[src/core/output_mixer_pkg.sv]
// constants for the output mixer control register bank
package output_mixer_pkg;
    localparam int          ADDR_W           = 7;
    localparam int          DATA_W           = 9;
    // register addresses on the control port
    localparam logic [6:0]  ADDR_POWER_ONE   = 7'h01;
    localparam logic [6:0]  ADDR_POWER_THREE = 7'h03;
    localparam logic [6:0]  ADDR_EXTRA       = 7'h07;
    localparam logic [6:0]  ADDR_BYPASS_ATT  = 7'h28;
    localparam logic [6:0]  ADDR_MONO_MIX    = 7'h38;
    // field positions
    localparam int          BIT_TIEOFF_BUF   = 2;
    localparam int          BIT_AMP_BIAS     = 3;
    localparam int          BIT_LEVEL_SHIFT  = 8;
    localparam int          BIT_SPK_MIXER    = 2;
    localparam int          BIT_MONO_MIXER   = 3;
    localparam int          BIT_SPK_POS      = 5;
    localparam int          BIT_SPK_NEG      = 6;
    localparam int          BIT_MONO_DRIVER  = 7;
    localparam int          BIT_SLOW_TICK    = 0;
    localparam int          BIT_SPK_ATTEN    = 1;
    localparam int          BIT_MONO_ATTEN   = 2;
    localparam int          BIT_DAC_MONO     = 0;
    localparam int          BIT_BYP_MONO     = 1;
    localparam int          BIT_SECOND_MICROPHONE_MONO    = 2;
    localparam int          BIT_MONO_MUTE    = 6;
    // reset value of every control bit held here
    localparam logic [8:0]  REG_RESET        = 9'h000;
    // zero-cross timeout, in input clock periods
    localparam int          TIMEOUT_PERIODS  = 2 ** 21;
endpackage

[src/core/output_mixer_control_regs.sv]
// output mixer, driver enable and zero-cross timeout control registers
`timescale 1ns/1ps
`default_nettype none

// Functional notes
// - with zero-cross on and no crossing, pending gain applies on the next slow tick, within 2^21 clocks.
// - timeout counter runs only while slow_tick_enable (extra_control bit 0) is set.
// - one slow tick serves both jack debounce and zero-cross timeout.
// - mono mix selects DAC bit0, bypass bit1, second mic bit2, reset 0.
// - bypass_attenuation bit2 gives -10dB on bypass into mono mixer.
// - mono_mix_control bit6 mutes mono output to mid-supply reference.
// - mono driver enabled only while power_control_three bit7 is set.
// - all output enables reset to 0; 1 means on.
// - power_control_three holds speaker/mono mixer and speaker pos/neg enables.
// - power_control_one holds tie-off buffer, amp bias, level-shift driver enables.
module output_mixer_control_regs
#(
    parameter int TIMEOUT_CYCLES = output_mixer_pkg::TIMEOUT_PERIODS
)
(
    input  wire logic                                  clk,
    input  wire logic                                  rst,
    input  wire logic                                  wr_valid,
    input  wire logic [output_mixer_pkg::ADDR_W-1:0]   wr_addr,
    input  wire logic [output_mixer_pkg::DATA_W-1:0]   wr_data,
    input  wire logic                                  gain_pending,
    input  wire logic                                  zero_cross_seen,
    output var  logic                                  gain_apply,
    output var  logic                                  slow_tick,
    output var  logic                                  tieoff_buffer_enable,
    output var  logic                                  amp_bias_enable,
    output var  logic                                  level_shift_driver_enable,
    output var  logic                                  speaker_mixer_enable,
    output var  logic                                  mono_mixer_enable,
    output var  logic                                  speaker_pos_enable,
    output var  logic                                  speaker_neg_enable,
    output var  logic                                  mono_driver_enable,
    output var  logic                                  slow_tick_enable,
    output var  logic                                  speaker_bypass_atten,
    output var  logic                                  mono_bypass_atten,
    output var  logic                                  dac_to_mono_sel,
    output var  logic                                  bypass_to_mono_sel,
    output var  logic                                  second_mic_to_mono_sel,
    output var  logic                                  mono_out_mute
);
    import output_mixer_pkg::*;

    localparam int CNT_W = $clog2(TIMEOUT_CYCLES);
    localparam logic [CNT_W-1:0] CNT_LAST = CNT_W'(TIMEOUT_CYCLES - 1);
    localparam logic [CNT_W:0]   GAP_FULL = (CNT_W+1)'(TIMEOUT_CYCLES);

    typedef struct packed {
        logic [8:0]       power_one;
        logic [8:0]       power_three;
        logic [8:0]       extra;
        logic [8:0]       bypass_att;
        logic [8:0]       mono_mix;
        logic [CNT_W-1:0] slow_cnt;
        logic             tick;
        logic             apply;
    } state_t;

    state_t state_reg;
    state_t state_next;

    ////////////////////////////////////////////////////////////////////////////
    always_comb
    begin
        state_next       = state_reg;
        state_next.tick  = 1'b0;
        state_next.apply = 1'b0;
        // writes land in one cycle so the analogue side sees them at once
        if (wr_valid)
        begin
            if (wr_addr == ADDR_POWER_ONE)
            begin
                state_next.power_one = wr_data;
            end
            else if (wr_addr == ADDR_POWER_THREE)
            begin
                state_next.power_three = wr_data;
            end
            else if (wr_addr == ADDR_EXTRA)
            begin
                state_next.extra = wr_data;
            end
            else if (wr_addr == ADDR_BYPASS_ATT)
            begin
                state_next.bypass_att = wr_data;
            end
            else if (wr_addr == ADDR_MONO_MIX)
            begin
                state_next.mono_mix = wr_data;
            end
        end
        // the divider is held at zero while disabled so the first tick
        // after enabling comes a full period later
        if (!state_reg.extra[BIT_SLOW_TICK])
        begin
            state_next.slow_cnt = '0;
        end
        else if (state_reg.slow_cnt == CNT_LAST)
        begin
            state_next.slow_cnt = '0;
            state_next.tick     = 1'b1;
        end
        else
        begin
            state_next.slow_cnt = state_reg.slow_cnt + CNT_W'(1);
        end
        // a timeout waits at most one slow period, as the tick is shared
        state_next.apply = gain_pending & (zero_cross_seen | state_next.tick);
    end

    always_ff @(posedge clk)
    begin
        if (rst)
        begin
            state_reg.power_one   <= REG_RESET;
            state_reg.power_three <= REG_RESET;
            state_reg.extra       <= REG_RESET;
            state_reg.bypass_att  <= REG_RESET;
            state_reg.mono_mix    <= REG_RESET;
            state_reg.slow_cnt    <= '0;
            state_reg.tick        <= 1'b0;
            state_reg.apply       <= 1'b0;
        end
        else
        begin
            state_reg <= state_next;
        end
    end

    ////////////////////////////////////////////////////////////////////////////
    always_comb
    begin
        gain_apply                = state_reg.apply;
        slow_tick                 = state_reg.tick;
        tieoff_buffer_enable      = state_reg.power_one[BIT_TIEOFF_BUF];
        amp_bias_enable           = state_reg.power_one[BIT_AMP_BIAS];
        level_shift_driver_enable = state_reg.power_one[BIT_LEVEL_SHIFT];
        speaker_mixer_enable      = state_reg.power_three[BIT_SPK_MIXER];
        mono_mixer_enable         = state_reg.power_three[BIT_MONO_MIXER];
        speaker_pos_enable        = state_reg.power_three[BIT_SPK_POS];
        speaker_neg_enable        = state_reg.power_three[BIT_SPK_NEG];
        mono_driver_enable        = state_reg.power_three[BIT_MONO_DRIVER];
        slow_tick_enable          = state_reg.extra[BIT_SLOW_TICK];
        speaker_bypass_atten      = state_reg.bypass_att[BIT_SPK_ATTEN];
        mono_bypass_atten         = state_reg.bypass_att[BIT_MONO_ATTEN];
        dac_to_mono_sel           = state_reg.mono_mix[BIT_DAC_MONO];
        bypass_to_mono_sel        = state_reg.mono_mix[BIT_BYP_MONO];
        second_mic_to_mono_sel    = state_reg.mono_mix[BIT_SECOND_MICROPHONE_MONO];
        mono_out_mute             = state_reg.mono_mix[BIT_MONO_MUTE];
    end

    ////////////////////////////////////////////////////////////////////////////
    // cycles since the enable appeared or the last tick, kept apart from
    // the divider so the period check does not lean on the logic it checks
    logic [CNT_W:0] gap_cnt;

    always_ff @(posedge clk)
    begin
        if (rst || !slow_tick_enable)
        begin
            gap_cnt <= '0;
        end
        else if (slow_tick)
        begin
            gap_cnt <= (CNT_W+1)'(1);
        end
        else
        begin
            gap_cnt <= gap_cnt + (CNT_W+1)'(1);
        end
    end
endmodule

`default_nettype wire

[config.mk]
export PLATFORM = sky130hd
export DESIGN_NAME = output_mixer_control_regs
export DESIGN_NICKNAME = d
export VERILOG_FILES = /design/src/core/output_mixer_pkg.sv /design/src/core/output_mixer_control_regs.sv
export SDC_FILE = /design/constraint.sdc
export NUM_CORES = 1
export LEC_CHECK = 0
export BUFFER_PORTS_ARGS = -buffer_cell sky130_fd_sc_hd__buf_4
export CAP_MARGIN = 10
export CORE_MARGIN = 2
export CORE_UTILIZATION = 56
export CTS_CLUSTER_SIZE = 24
export DETAILED_ROUTE_END_ITERATION = 8
export PLACE_DENSITY = 0.83
export SLEW_MARGIN = 25
export SYNTH_ARGS = -nofsm -noshare
export SYNTH_HDL_FRONTEND = slang
export SYNTH_SLANG_ARGS = --single-unit
[constraint.sdc]
create_clock -name clk -period 4.1 [get_ports clk]
set_input_delay 0 -clock clk [delete_from_list [all_inputs] [get_ports clk]]
set_output_delay 0 -clock clk [all_outputs]
set_load 0.05 [all_outputs]
==> metrics, run 1 <==
Die ar.=3350 µm²; worst path required time=4.41 ns; core area=2760 µm²; post-CTS setup buffers=0; f_max=416 MHz; post-route insts no fill=261; outcome=finished, final reports clean; Final Worst Setup Slack=1.70 ns; Area Overhead vs Synth=32.0%; RD Place Congestion=0.760; first-pass iteration count of the detailed router=4; placed instance count=236; final WL=3960 µm; Syn Nets=196; antenna violations before repair=0; Max H-tree Level=2; CP Class=flip-flop to flip-flop; gr ovfl total=0; Bufs on Longest Clock Path=2; Worst Path Max Fanout=7; RSZ-0062 raised after global routing=no; Relative slew margins=57.2%; Remaining DRCs=0; Vias=1479; warnings from Yosys=0; Die Y=57.9 µm; final setup vio count=0; Critical Path AT=2.71 ns; filler instances=183; vias in the first global route=1465; Synth Register Bits=38; HP Class=input pin to flip-flop; CTS tree=yes; Setup TNS Final=0 ns; critical path endpoint category=flip-flop; worst-margin pin slew=0.641 ns; DPL Wire Length=2420 µm; Global Route Usage Sum=26.2%; nets=251; root buffer cell=clkbuf_4; max reg flops=21; CP startpoint kind=flip-flop; antenna cell count=0; die width=57.9 µm; most frequent cells in the layout=38 x dfxtp_1, 36 x buf_4, 32 x nor2_1, 17 x dlygate4sd3_1, 14 x mux2i_1; Avg Cell Area, Syn=9.34 µm²; Initial Util=58.9%; Routed Antenna Nets=0; Lkg Pwr=0.000853 µW; post-synthesis sequential area ratio=46.8%; Max Slew Vio Count=0; Final Skew=0.00942 ns; first-pass GRT wire length=6470 µm; Setup WS pre-CTS=1.99 ns; Clock transition at path regs=0.12 ns; proportion of layout cells with a drive suffix above 1=21.7%; port bufs=36; Num CTS Buffers=5; post-CTS resize count=0; DRT iter0 DRCs=50; vias per cell=5.67; clock tree sinks=38; synthesized instance count=174; num ports=38; final hold vios=0; VDD IR max=0.000290 V; Final Cycle Share=58.6%; Post-Route Utilization=77.8%; largest net degree at the start of global routing=19; Post-Syn Area=1630 µm²; Rows=19; leading cell type in the layout, fill and taps excluded=dfxtp_1; pwr dens=288 nW/µm²; Clock Latency Late Sink=0.36 ns; wire per inst=15.2 µm; Min Clock Period, post-route=2.40 ns; Netlist cell types=31; Max Cap Violations=0
==> cell families after synthesis <==
family / after synthesis / synth area share (%)
flip-flops: 38 / 46.8
AND/OR/NAND/NOR: 85 / 28.6
buffers and inverters: 10 / 2.54
multiplexers: 14 / 8.62
AO/OA/AOI/OAI: 12 / 5.16
adder cells (fa/ha/maj): 1 / 0.770
XOR/XNOR: 14 / 7.54
==> what timing repair did <==
item	4_1_cts	5_1_grt
endpoints found under the setup margin	0	0
hold buffers	17	0
hold endpoints to repair	16	0
==> critical path: stages, from the launching register on <==
cell,delay (ns)
dfxtp_1,0.43
ha_1,0.34
inv_1,0.11
or4_4,0.59
nor3_1,0.20
o211a_1,0.16
dlygate4sd3_1,0.53
==> area by class of cell <==
cell class | count | area (µm²) | area share [%]
Clock buffer | 6 | 51.3 | 2.39
Clock inverter | 2 | 12.5 | 0.583
Inverter | 5 | 18.8 | 0.875
Multi-Input combinational cell | 126 | 823 | 38.4
Sequential cell | 38 | 761 | 35.5
Tap cell | 31 | 38.8 | 1.81
Timing Repair Buffer | 53 | 440 | 20.5
==> where the power goes <==
part	internal, µW	switching [µW]	total, µW
Combinational	22.0	14.9	36.9
Clock	82.4	128	211
Sequential	370	0.359	370
Total	474	144	618
==> per-layer routing <==
layer / GRT usage (%) / part of all wire, % / up-vias
met1: 27.9 / 39 / 704
met2: 46.1 / 53 / 33
met3: 7.81 / 4.5 / 12
li1: - / - / 730
met5: 0 / 0 / -
met4: 14.3 / 3.2 / 0
==> worst paths after layout <==
path	start	endpoint	slack, ns	cells past startpoint
min	wr_addr[6]	bypass_to_mono_sel	0.04	4
max reg2reg	state_reg[2]	gain_apply	1.70	6
max	state_reg[2]	gain_apply	1.70	6
min reg2reg	state_reg[22]	state_reg[22]	0.50	2
==> synthesized netlist by cell type (all sizes together) <==
library cell / number / area (µm²)
a21oi: 3 / 15.0
a31oi: 1 / 6.26
and4: 2 / 17.5
and4b: 1 / 10.0
buf: 1 / 7.51
clkbuf: 4 / 15.0
dfxtp: 38 / 761
ha: 1 / 12.5
inv: 5 / 18.8
mux2i: 14 / 140
nand2: 10 / 37.5
nand3: 8 / 40.0
nand3b: 1 / 7.51
nand4: 10 / 77.6
nor2: 32 / 120
nor2b: 1 / 6.26
nor3: 3 / 15.0
nor4: 5 / 31.3
nor4b: 1 / 15.0
o211a: 1 / 10.0
o211ai: 1 / 7.51
o21ai: 5 / 36.3
o41ai: 1 / 8.76
or3: 4 / 25.0
or3b: 1 / 8.76
or4: 6 / 52.6
xnor2: 7 / 61.3
xor2: 7 / 61.3
==> stage by stage <==
step / hold slack, ns / area, µm² / total power (µW)
final: 0.0423 / 2150 / 618
after global routing: 0.0572 / 2150 / 640
after CTS: 0.0527 / 2150 / 617
after detailed placement: 0.242 / 1910 / 406
after global placement: 0.223 / 1910 / 405
after floorplan: 0.133 / 1630 / 388
Power figures use the tool's default switching activity.
==> inputs of run 2 (changes only) <==
- CORE_UTILIZATION: 56 -> 52
- PLACE_DENSITY: 0.83 -> 0.78
- clock period: 4.1 -> 2.28 ns (I/O delays scaled with it)
==> run 2 against run 1 <==
Effect of this change:
- routed wire length shrank 4.1%
- first-iteration DRC count is 82% higher
- sequential share of layout area fell by 0.79 points
- sequential cell count unchanged
- cell area grew 2.3%
==> metrics, run 2 (synthesis gave the netlist of run 1 again) <==
Sequential Area=761 µm²; Relative slew margins=52.1%; post-CTS resize count=0; pwr dens=549 nW/µm²; Die ar.=3590 µm²; Gate power share=5.9%; Int Power=938 µW; core area=3000 µm²; post-CTS setup buffers=0; most frequent cells in the layout=38 x dfxtp_1, 37 x buf_4, 32 x nor2_1, 19 x dlygate4sd3_1, 14 x mux2i_1; wire per inst=14.3 µm; worst path bufs/invs=1; filler instances=236; Crit path depth=5; Rows=20; antenna cell count=0; proportion of layout cells with a drive suffix above 1=21.9%; f_max=515 MHz; CP startpoint kind=flip-flop; clock tree sinks=38; critical path endpoint category=flip-flop; critical path's slowest cell=or4_4; Sw Ratio=22.1%; max reg flops=21; Vias=1464; final setup vio count=0; Final Cycle Share=85.1%; Max Slew Vio Count=0; Max H-tree Level=2; Initial Util=54.1%; CTS Hold Bufs=19; port bufs=36; Clock Latency Late Sink=0.35 ns; worst path required time=2.51 ns; DPL Wire Length=2620 µm; final WL=3790 µm; Worst R2R Path Depth=5; final hold vios=0; critical-path cell list=ha_1, inv_1, or4_4, o21ai_4, nor2_1; Area Overhead vs Synth=35.0%; first-pass iteration count of the detailed router=6; Die Y=59.9 µm; hold path depth=4; antenna violations before repair=0; Clock transition at path regs=0.13 ns; Critical Path AT=2.17 ns; nets=254; Worst Path Max Fanout=18; Lkg Pwr=0.000864 µW; Global Route Usage Sum=24.4%; die width=59.9 µm; CTS tree=yes; Num CTS Buffers=5; HP Class=input pin to flip-flop; Reg power frac=55.3%; Remaining DRCs=0; RSZ-0062 raised after global routing=no; area occupied by multi-input gates=823 µm²; CP Class=flip-flop to flip-flop; fin area=2190 µm²; root buffer cell=clkbuf_4; clock network power share=38.8%; Bufs on Longest Clock Path=2; largest net degree at the start of global routing=19; num ports=38; first-pass GRT wire length=6380 µm; total power=1200 µW; gr ovfl total=0; VDD IR max=0.000433 V; max incr delay on CP=0.57 ns; outcome=finished, final reports clean; Setup TNS Final=0 ns; vias in the first global route=1449; leading cell type in the layout, fill and taps excluded=dfxtp_1; Routed Antenna Nets=0; Final Skew=0.0112 ns; placed instance count=239; placed instance area=1920 µm²; RD Place Congestion=0.765; vias per cell=5.50; Min Clock Period, post-route=1.94 ns; critical path's top delay family=simple AND/OR/NAND/NOR gates; Psw=266 µW; worst-margin pin slew=0.717 ns; Max Cap Violations=0; post-route insts no fill=266; DRT iter0 DRCs=91
[run 2: changes by cell type in the layout (fill, tap and decap cells not counted)]
cell           previous run  this run
buf_4                    36        37
bufinv_16                 0         1
clkbuf_8                  1         0
clkinv_2                  1         0
clkinvlp_4                1         2
dlygate4sd3_1            17        19
[run 2: metrics by stage]
stage	utilization (%)	setup slack [ns]	hold slack (ns)
after floorplan	-	0.326	0.133
after global placement	64.0	0.412	0.223
after detailed placement	64.0	0.347	0.233
after CTS	73.1	0.324	0.0402
after global routing	73.1	0.179	0.0690
final	73.1	0.339	0.0536
[run 2: worst paths after layout]
| kind | startpoint | endpoint | slack (ns) |
|---|---|---|---|
| worst max-delay path | state_reg[2] | state_reg[4] | 0.34 |
| worst max register to register | state_reg[2] | state_reg[4] | 0.34 |
| worst min register to register | state_reg[22] | state_reg[22] | 0.51 |
| worst min-delay path | wr_addr[6] | second_mic_to_mono_sel | 0.05 |
[run 2: layer usage]
layer | part of all wire, % | up-vias | GRT usage [%]
met5 | 0 | - | 0
met4 | 2.1 | 0 | 10.2
met3 | 3.6 | 7 | 7.36
met2 | 52 | 28 | 41.8
met1 | 42 | 696 | 28.0
li1 | - | 733 | -
[run 2: layout make-up]
| cell class | count | share of cell area (%) |
|---|---|---|
| multi-input cells | 126 | 37.5 |
| flip-flops and latches | 38 | 34.7 |
| repair buffers | 56 | 21.3 |
| clock inverters | 3 | 2.05 |
| well taps | 33 | 1.88 |
| clock buffers | 5 | 1.71 |
| inverters | 5 | 0.855 |
[run 2: power groups by stage]
stage          Clock [µW]  Sequential (µW)  Combinational, µW
2_1_floorplan           0              685               11.9
3_3_place_gp            0              680               48.2
3_5_place_dp            0              681               50.6
4_1_cts               471              666               70.1
5_1_grt               500              666               75.9
6_report              467              666               71.3
[run 2: tightest hold or removal path: stages]
cell     delay, ns
buf_4         0.10
nor4b_2       0.08
mux2i_1       0.13
nor2_1        0.07
